<file path="src/verilog/watchdog_defines.svh">
// Operation
// [RULE_01] Timeout with interrupt behaviour sets the timeout flag, bit 7.
// [RULE_02] Flag clears when the vector runs or software writes one to it.
// [RULE_03] Interrupt request needs flag, interrupt enable and global enable.
// [RULE_04] Interrupt enable without reset enable gives interrupt mode only.
// [RULE_05] Combined mode: vector execution clears interrupt enable and flag.
// [RULE_06] Combined mode: unserviced flag at next timeout gives system reset.
// [RULE_07] Clock monitoring forces reset behaviour and disables interrupts.
// [RULE_08] All enables zero means stopped; fuse set means reset-only.
// [RULE_09] Change enable clears itself four clock cycles after being set.
// [RULE_10] Clearing reset enable or prescaler changes need change enable.
// [RULE_11] Reset source flag set holds the reset enable at one.
// [RULE_12] Code N selects 2048 << N cycles; codes 10 to 15 reserved.
// [RULE_13] Software restarts the counter before changing the prescaler.
// [RULE_14] Reset enable stays on through a watchdog reset via the flag.
// [RULE_15] Init software clears the reset source flag then reset enable.
// [RULE_16] Software re-sets interrupt enable after each interrupt, not in it.
// [RULE_17] Protected change: set change and reset enable, then write values.
// [RULE_18] Fuse locks reset enable at one, interrupt enable at zero.
// [RULE_19] Counter counts cycles of a separate slow oscillator tick.
// [RULE_20] Restart instruction restarts the counter before the timeout.
// [RULE_21] After an interrupt-only timeout the counter restarts from zero.
`ifndef WATCHDOG_DEFINES_SVH
`define WATCHDOG_DEFINES_SVH
`define WD_CTRL_OFFSET 12'h000
`define WD_CMD_OFFSET 12'h004
`define WD_CMD_RESTART_BIT 0
`define WD_CMD_VECTOR_BIT 1
`define WD_BIT_FLAG 7
`define WD_BIT_IRQ_EN 6
`define WD_BIT_PS3 5
`define WD_BIT_CHG_EN 4
`define WD_BIT_RST_EN 3
`define WD_CHG_WINDOW 3'h4
`define WD_PS_MAX 4'h9
`define WD_BASE_SHIFT 11
`define WD_CNT_W 21
`define WD_OSC_HZ 128000
`define WD_CLK_HZ 100000000
`define WD_OSC_DIV (`WD_CLK_HZ / `WD_OSC_HZ)
`endif

</file>
<file path="src/verilog/watchdog_pkg.sv">
package watchdog_pkg;
  typedef enum logic [1:0] {
    MODE_STOPPED = 2'b00,
    MODE_IRQ = 2'b01,
    MODE_RESET = 2'b10,
    MODE_IRQ_RESET = 2'b11
  } wd_mode_t;
  typedef struct packed {
    logic flag;
    logic irq_en;
    logic chg_en;
    logic rst_en;
    logic [3:0] ps;
  } wd_ctrl_t;
  typedef struct packed {
    logic global_irq_en;
    logic clock_monitor;
    logic always_on_fuse;
    logic dog_reset_source_flag;
  } wd_sys_t;
endpackage : watchdog_pkg

</file>
<file path="src/verilog/watchdog_timer_control.sv">
`include "watchdog_defines.svh"
`timescale 1ns/1ns
`default_nettype none
// A smaller divider only shortens the oscillator period, as in a bench.
module watchdog_timer_control #(
  parameter int unsigned OSC_DIV = `WD_OSC_DIV
) (
  input wire logic pclk,
  input wire logic presetn,
  input wire logic psel,
  input wire logic penable,
  input wire logic pwrite,
  input wire logic [11:0] paddr,
  input wire logic [31:0] pwdata,
  output logic [31:0] prdata,
  output logic pready,
  output logic pslverr,
  input wire watchdog_pkg::wd_sys_t sys,
  output logic irq_req,
  output logic system_reset
);
  typedef struct packed {
    watchdog_pkg::wd_ctrl_t ctrl;
    logic [2:0] chg_cnt;
    logic [31:0] prdata;
    logic pslverr;
    logic irq_req;
    logic system_reset;
  } st_t;
  st_t s_r;
  st_t s_nxt;
  logic tick;
  logic timeout;
  logic restart;
  logic run;
  logic wr;
  logic rd;
  logic [7:0] ctrl_rd;
  watchdog_pkg::wd_mode_t mode;
  watchdog_pkg::wd_ctrl_t w;
  watchdog_pkg::wd_ctrl_t c;

  osc_tick_gen #(.OSC_DIV(OSC_DIV)) u_tick (
    .pclk(pclk),
    .presetn(presetn),
    .tick(tick)
  );

  wd_counter u_cnt (
    .pclk(pclk),
    .presetn(presetn),
    .run(run),
    .tick(tick),
    .restart(restart),
    .ps(s_r.ctrl.ps),
    .timeout(timeout)
  );

  assign wr = psel && penable && pwrite;
  assign rd = psel && !penable && !pwrite;
  assign restart = wr && paddr == `WD_CMD_OFFSET
    && pwdata[`WD_CMD_RESTART_BIT];
  assign run = mode != watchdog_pkg::MODE_STOPPED;

  always_comb begin
    c = s_r.ctrl;
    // The register keeps the upper prescale bit apart from the lower three.
    ctrl_rd = {c.flag, c.irq_en, c.ps[3], c.chg_en, c.rst_en, c.ps[2:0]};
    // [RULE_07] Clock monitor override
    if (sys.clock_monitor) begin
      mode = watchdog_pkg::MODE_RESET;
    // [RULE_08] Fuse gives reset-only
    end else if (sys.always_on_fuse) begin
      mode = watchdog_pkg::MODE_RESET;
    end else begin
      unique case ({c.rst_en, c.irq_en})
        2'b00: mode = watchdog_pkg::MODE_STOPPED;
        // [RULE_04] Interrupt-only mode
        2'b01: mode = watchdog_pkg::MODE_IRQ;
        2'b10: mode = watchdog_pkg::MODE_RESET;
        2'b11: mode = watchdog_pkg::MODE_IRQ_RESET;
      endcase
    end
  end

  always_comb begin
    s_nxt = s_r;
    w.flag = pwdata[`WD_BIT_FLAG];
    w.irq_en = pwdata[`WD_BIT_IRQ_EN];
    w.chg_en = pwdata[`WD_BIT_CHG_EN];
    w.rst_en = pwdata[`WD_BIT_RST_EN];
    w.ps = {pwdata[`WD_BIT_PS3], pwdata[2:0]};
    s_nxt.system_reset = 1'b0;
    s_nxt.pslverr = 1'b0;
    if (rd) begin
      unique case (paddr)
        `WD_CTRL_OFFSET: s_nxt.prdata = {24'h000000, ctrl_rd};
        `WD_CMD_OFFSET: s_nxt.prdata = 32'h00000000;
        default: begin
          s_nxt.prdata = 32'h00000000;
          s_nxt.pslverr = 1'b1;
        end
      endcase
    end else if (psel && !penable) begin
      s_nxt.pslverr = paddr != `WD_CTRL_OFFSET && paddr != `WD_CMD_OFFSET;
    end
    // [RULE_09] Change window countdown
    if (s_r.chg_cnt != 3'h0) begin
      s_nxt.chg_cnt = s_r.chg_cnt - 3'h1;
      if (s_r.chg_cnt == 3'h1) begin
        s_nxt.ctrl.chg_en = 1'b0;
      end
    end
    if (wr && paddr == `WD_CTRL_OFFSET) begin
      s_nxt.ctrl.irq_en = w.irq_en;
      // [RULE_02] Write one clears flag
      if (w.flag) begin
        s_nxt.ctrl.flag = 1'b0;
      end
      // [RULE_10] Protected fields
      if (s_r.ctrl.chg_en) begin
        s_nxt.ctrl.rst_en = w.rst_en;
        s_nxt.ctrl.ps = w.ps;
      end else if (w.rst_en) begin
        s_nxt.ctrl.rst_en = 1'b1;
      end
      if (w.chg_en && w.rst_en) begin
        s_nxt.ctrl.chg_en = 1'b1;
        s_nxt.chg_cnt = `WD_CHG_WINDOW;
      end else if (!w.chg_en) begin
        s_nxt.ctrl.chg_en = 1'b0;
        s_nxt.chg_cnt = 3'h0;
      end
    end
    // [RULE_05] Vector clears enable and flag
    if (wr && paddr == `WD_CMD_OFFSET && pwdata[`WD_CMD_VECTOR_BIT]) begin
      s_nxt.ctrl.flag = 1'b0;
      if (mode == watchdog_pkg::MODE_IRQ_RESET) begin
        s_nxt.ctrl.irq_en = 1'b0;
      end
    end
    if (timeout) begin
      unique case (mode)
        // [RULE_01] Timeout sets flag
        watchdog_pkg::MODE_IRQ: s_nxt.ctrl.flag = 1'b1;
        watchdog_pkg::MODE_IRQ_RESET: begin
          // [RULE_06] Unserviced flag resets
          if (s_r.ctrl.flag) begin
            s_nxt.system_reset = 1'b1;
          end else begin
            s_nxt.ctrl.flag = 1'b1;
          end
        end
        watchdog_pkg::MODE_RESET: s_nxt.system_reset = 1'b1;
        watchdog_pkg::MODE_STOPPED: s_nxt.system_reset = 1'b0;
      endcase
    end
    // [RULE_11] Reset flag holds enable
    // [RULE_14] Stays enabled after reset
    if (sys.dog_reset_source_flag) begin
      s_nxt.ctrl.rst_en = 1'b1;
    end
    // [RULE_18] Fuse locks enables
    if (sys.always_on_fuse) begin
      s_nxt.ctrl.rst_en = 1'b1;
      s_nxt.ctrl.irq_en = 1'b0;
    end
    // [RULE_07] Monitor disables interrupt
    if (sys.clock_monitor) begin
      s_nxt.ctrl.irq_en = 1'b0;
    end
    // [RULE_03] Interrupt request gating
    s_nxt.irq_req = s_nxt.ctrl.flag && s_nxt.ctrl.irq_en
      && sys.global_irq_en;
  end

  always_ff @(posedge pclk or negedge presetn) begin
    if (!presetn) begin
      s_r <= '0;
    end else begin
      s_r <= s_nxt;
    end
  end

  assign prdata = s_r.prdata;
  assign pready = 1'b1;
  assign pslverr = s_r.pslverr;
  assign irq_req = s_r.irq_req;
  assign system_reset = s_r.system_reset;
endmodule : watchdog_timer_control
`default_nettype wire

</file>
<file path="src/verilog/osc_tick_gen.sv">
`include "watchdog_defines.svh"
`timescale 1ns/1ns
`default_nettype none
// Divides pclk into a one-cycle tick at the slow oscillator rate.
module osc_tick_gen #(
  parameter int unsigned OSC_DIV = `WD_OSC_DIV
) (
  input wire logic pclk,
  input wire logic presetn,
  output logic tick
);
  typedef struct packed {
    logic [9:0] cnt;
    logic tick;
  } st_t;
  st_t s_r;
  st_t s_nxt;
  always_comb begin
    s_nxt = s_r;
    s_nxt.tick = 1'b0;
    if (s_r.cnt == 10'(OSC_DIV - 1)) begin
      s_nxt.cnt = 10'h000;
      s_nxt.tick = 1'b1;
    end else begin
      s_nxt.cnt = s_r.cnt + 10'h001;
    end
  end
  always_ff @(posedge pclk or negedge presetn) begin
    if (!presetn) begin
      s_r <= '0;
    end else begin
      s_r <= s_nxt;
    end
  end
  assign tick = s_r.tick;
endmodule : osc_tick_gen
`default_nettype wire

</file>
<file path="src/verilog/wd_counter.sv">
`include "watchdog_defines.svh"
`timescale 1ns/1ns
`default_nettype none
// Oscillator-cycle counter with a selectable timeout length.
module wd_counter (
  input wire logic pclk,
  input wire logic presetn,
  input wire logic run,
  input wire logic tick,
  input wire logic restart,
  input wire logic [3:0] ps,
  output logic timeout
);
  typedef struct packed {
    logic [`WD_CNT_W-1:0] cnt;
    logic timeout;
  } st_t;
  st_t s_r;
  st_t s_nxt;
  logic [`WD_CNT_W-1:0] limit;
  logic [3:0] ps_eff;
  always_comb begin
    // [RULE_12] Timeout length select
    ps_eff = (ps > `WD_PS_MAX) ? `WD_PS_MAX : ps;
    limit = `WD_CNT_W'(1) << (`WD_BASE_SHIFT + 32'(ps_eff));
    s_nxt = s_r;
    s_nxt.timeout = 1'b0;
    // [RULE_20] Software restart
    if (restart || !run) begin
      s_nxt.cnt = '0;
    // [RULE_19] Slow oscillator count
    end else if (tick) begin
      if (s_r.cnt >= limit - `WD_CNT_W'(1)) begin
        // [RULE_21] Restart after timeout
        s_nxt.cnt = '0;
        s_nxt.timeout = 1'b1;
      end else begin
        s_nxt.cnt = s_r.cnt + `WD_CNT_W'(1);
      end
    end
  end
  always_ff @(posedge pclk or negedge presetn) begin
    if (!presetn) begin
      s_r <= '0;
    end else begin
      s_r <= s_nxt;
    end
  end
  assign timeout = s_r.timeout;
endmodule : wd_counter
`default_nettype wire

</file>
<file path="config.mk">
export PLATFORM = sky130hd
export DESIGN_NAME = watchdog_timer_control
export DESIGN_NICKNAME = d
export VERILOG_FILES = /design/src/verilog/watchdog_pkg.sv /design/src/verilog/watchdog_timer_control.sv /design/src/verilog/osc_tick_gen.sv /design/src/verilog/wd_counter.sv
export VERILOG_INCLUDE_DIRS = /design/src /design/src/verilog
export SDC_FILE = /design/constraint.sdc
export NUM_CORES = 1
export LEC_CHECK = 0
export ABC_AREA = 1
export BUFFER_PORTS_ARGS = -buffer_cell sky130_fd_sc_hd__buf_2
export CORE_UTILIZATION = 40
export DETAILED_ROUTE_END_ITERATION = 6
export GPL_TIMING_DRIVEN = 0
export SKIP_LAST_GASP = 1
export SYNTH_ARGS = -nofsm -noshare
export SYNTH_HDL_FRONTEND = slang
export SYNTH_SLANG_ARGS = --single-unit
</file>
<file path="constraint.sdc">
create_clock -name pclk -period 7.2 [get_ports pclk]
set_clock_uncertainty 0.2 [all_clocks]
set_input_delay 1.44 -clock pclk [delete_from_list [all_inputs] [get_ports pclk]]
set_output_delay 1.44 -clock pclk [all_outputs]
set_load 0.01 [all_outputs]
</file>
==> run_results.csv <==
group,metric,value,unit
worst_setup_path,r2r_setup_slack,3.30,ns
detailed_routing,dr_total_vias,3731,
clocking,cts-buffers-inserted,5,
timing,relSlewSlack,53.7,%
run_status,outcome,"finished, final reports clean",
worst_setup_path,path_class,"flip-flop to flip-flop",
worst_setup_path,worstPathMaxFanout,7,
worst_setup_path,r2r_end,"u_cnt.s_r[18]",
synth,synth-seq-area-share,31.9,%
worst_setup_path,critPathLaunchType,"flip-flop",
die,rows,37,
worst_setup_path,critPathCaptureType,"flip-flop",
synth,synth_area,0.00432,mm2
die,start_util,41.6,%
detailed_routing,drc,0,
synth,ys_types,46,
place,hpwlAfterDp,7250,um
timing,setup_ws,3.30,ns
synth,synth-seq-cells,55,
layout,area_delta_synth_final,13.4,%
min_path,min_delay_path_depth,2,
worst_setup_path,worstPathArrival,3.95,ns
power,max-vdd-ir-drop,0.0969,mV
synth,yosysTopAreaCell,"dfrtp_1",
synth,synthCells,588,
detailed_routing,drt-initial-drc-count,180,
detailed_routing,wirelength,9110,um
die,die_w,106,um
worst_setup_path,path_common_cell,"nand2_1",
synth,synth_area_leaders,"dfrtp_1 (32%), nand2_1 (12%), ha_1 (8.7%)",
power,p_per_area,123,mW/mm2
min_path,min_path_type,"flip-flop to flip-flop",
worst_setup_path,reg2reg_depth,19,
worst_setup_path,slowest_delay,0.44,ns
power,p_leak,2.53,nW
worst_setup_path,cp_cell_sequence,"inv_1 > a21oi_2 > nor3_1 > ha_1 > inv_1 > o2111ai_1 > nand3_2 > nor2_2 > xor2_1 > ha_1 > nand2_1 > inv_1 > nand2_1 > nand2_1 > a21oi_1 > nand3_1 > nor2_1 > nand3_1 > nand2_1",
detailed_routing,viasPerCell,4.66,
layout,final_common_cell,"nand2_1",
detailed_routing,dr.pass1.iters,4,
grt,grt_start_max_net_pins,56,
die,fp.dieH,106,um
synth,synth_ff_type,"dfrtp_1",
layout,drive_above_1_share,19.4,%
timing,setup_viol,0,
grt,grt_pass1_vias,3603,
layout,antenna_cells,0,
min_path,hold_start,"prdata[3]",
grt,grt_usage,17.4,%
worst_setup_path,timing.rr.start,"c[2]",
timing,fin_crit,3.90,ns
grt,grt-ovfl-total,0,
place,gp_congestion,0.845,
timing,grt_setup_unrepaired,"false",
synth,yosys_warnings,0,
place,preCtsSetupSlack,3.34,ns
detailed_routing,ant_nets,0,
clocking,post_cts_buffers,0,
worst_setup_path,crit_family,"simple AND/OR/NAND/NOR gates",
clocking,htreeDepth,2,
layout,mostFrequentLayoutCells,"nand2_1 (143), nor2_1 (70), inv_1 (63)",
place,io_buffers,39,
clocking,postCtsHoldBufs,0,
worst_setup_path,cp_data_required_time,7.25,ns
clocking,path_clk_slew,0.10,ns
job,drv_cap,0,
synth,synth_edf_count,0,
die,design.die.area,0.0112,mm2
timing,fmax,256,MHz
grt,antenna_found_initial,0,
clocking,clock_tree.root_cell,"clkbuf_8",
timing,tightest_slew,0.695,ns
layout,final_net_count,746,
clocking,tritoncts,"done",
timing,final.setup.tns,0,ns
grt,grt_pass1_wl,15900,um
timing,min_period_over_period,54.2,%
die,core_area,0.0104,mm2
clocking,clock_path_buffers,2,
die,pin_count,89,
timing,report.final.slew_viol_count,0,
min_path,hold_path_end,"prdata[3]",
timing,finalHoldViolCount,0,
clocking,cts_resized,0,
synth,syn_avg_cell_area,7.34,um2
synth,synth-async-reset-ratio,100,%
detailed_routing,wl_per_cell,11.4,um
synth,synth_top_area_share,31.9,%
worst_setup_path,cpMaxStageDelayCell,"dfrtp_1",
clocking,cts_sinks,55,
worst_setup_path,path_buf_inv,3,
clocking,insertion_delay,0.31,ns
metal layers:
metal  wire length, um  GRT usage (%)  share of wire [%]  vias to the layer above
met3               234           2.29                2.6                       13
li1                  -              -                  -                     1982
met5                 0              0                  0                        -
met1              4400           22.6                 48                     1684
met4               155           4.96                1.7                        0
met2              4320           30.1                 47                       52
worst reg2reg max path, cell delays in order (launching register included):
cell and delay (ns):
dfrtp_1 0.44, inv_1 0.23, a21oi_2 0.10, nor3_1 0.25, ha_1 0.32, inv_1 0.18, o2111ai_1 0.27, nand3_2 0.20
nor2_2 0.07, xor2_1 0.14, ha_1 0.32, nand2_1 0.10, inv_1 0.05, nand2_1 0.06, nand2_1 0.04, a21oi_1 0.20
nand3_1 0.10, nor2_1 0.35, nand3_1 0.13, nand2_1 0.09
registers in the layout, summed over array words and instances (netlist names):
| signal | cells |
|---|---|
| u_cnt.s_r | 21 |
| c | 8 |
| u_tick.s_r | 10 |
| system_reset | 1 |
| u_tick.tick | 1 |
| prdata | 8 |
| s_r | 3 |
| u_cnt.timeout | 1 |
| pslverr | 1 |
| irq_req | 1 |
through the flow:
step	std cells	utilization, %	cell area, um2	hold WS (ns)	power, mW
finish	800	47.2	4890	0.294	0.600
global route	800	47.2	4890	0.328	0.634
CTS	800	47.2	4890	0.301	0.609
detailed placement	792	46.2	4790	0.275	0.418
global placement	792	46.2	4790	0.270	0.416
floorplan	617	-	4420	0.253	0.393
cells by family (layout without fill, tap and decap cells):
group                      after synthesis  count (layout)  share of synthesized area, %
AOI/OAI and AO/OA                       63              63                          8.58
xor gates and xnor gates                23              23                          4.84
adders and majority gates               30              30                          8.70
buffers and inverters                  111             158                          13.2
DFF                                     55              55                          31.9
other                                    2              31                         0.174
and+or+nand+nor                        304             304                          32.6
synth_stat cells (2+ instances only):
master,number
nor2_2,10
nand2_1,143
o2111ai_1,3
a31oi_1,2
nor2_4,3
nand3_2,2
buf_6,3
nand2_2,4
buf_4,34
buf_2,2
dfrtp_1,55
inv_2,5
inv_1,63
o31ai_1,8
o21ai_0,18
conb_1,2
xnor2_1,2
ha_1,30
or2_0,4
o21ai_1,10
nor3_1,5
xor2_1,20
nor2_1,70
or2_2,7
clkbuf_1,3
a21oi_1,15
nand3b_1,3
nand4_1,12
nand3_1,33
cell type report:
| type | count | area [um2] |
|---|---|---|
| repair buffers | 39 | 198 |
| multi-input cells | 451 | 2480 |
| fillers | 1071 | 5480 |
| clock inverters | 2 | 17.5 |
| inverters | 69 | 260 |
| clock buffers | 6 | 82.6 |
| well taps | 136 | 170 |
| flip-flops and latches | 55 | 1380 |
| plain buffers | 42 | 310 |
power by group:
part,total [mW],switching [mW],internal (mW)
sequential,0.323,0.00443,0.319
clock,0.188,0.107,0.0808
combinational,0.0896,0.0513,0.0382
worst max path at each step:
| stage | from | end | slack (ns) | depth (start not counted) |
|---|---|---|---|---|
| 2_1_floorplan | c[3] | u_cnt.s_r[2] | 3.93 | 19 |
| 3_3_place_gp | c[2] | u_cnt.s_r[18] | 3.45 | 19 |
| 3_5_place_dp | c[2] | u_cnt.s_r[20] | 3.34 | 19 |
| 4_1_cts | c[2] | u_cnt.s_r[18] | 3.30 | 20 |
| 5_1_grt | c[2] | u_cnt.s_r[19] | 2.89 | 20 |
| 6_report | c[2] | u_cnt.s_r[18] | 3.30 | 19 |
Note: power is estimated with default switching activity, not from simulation.
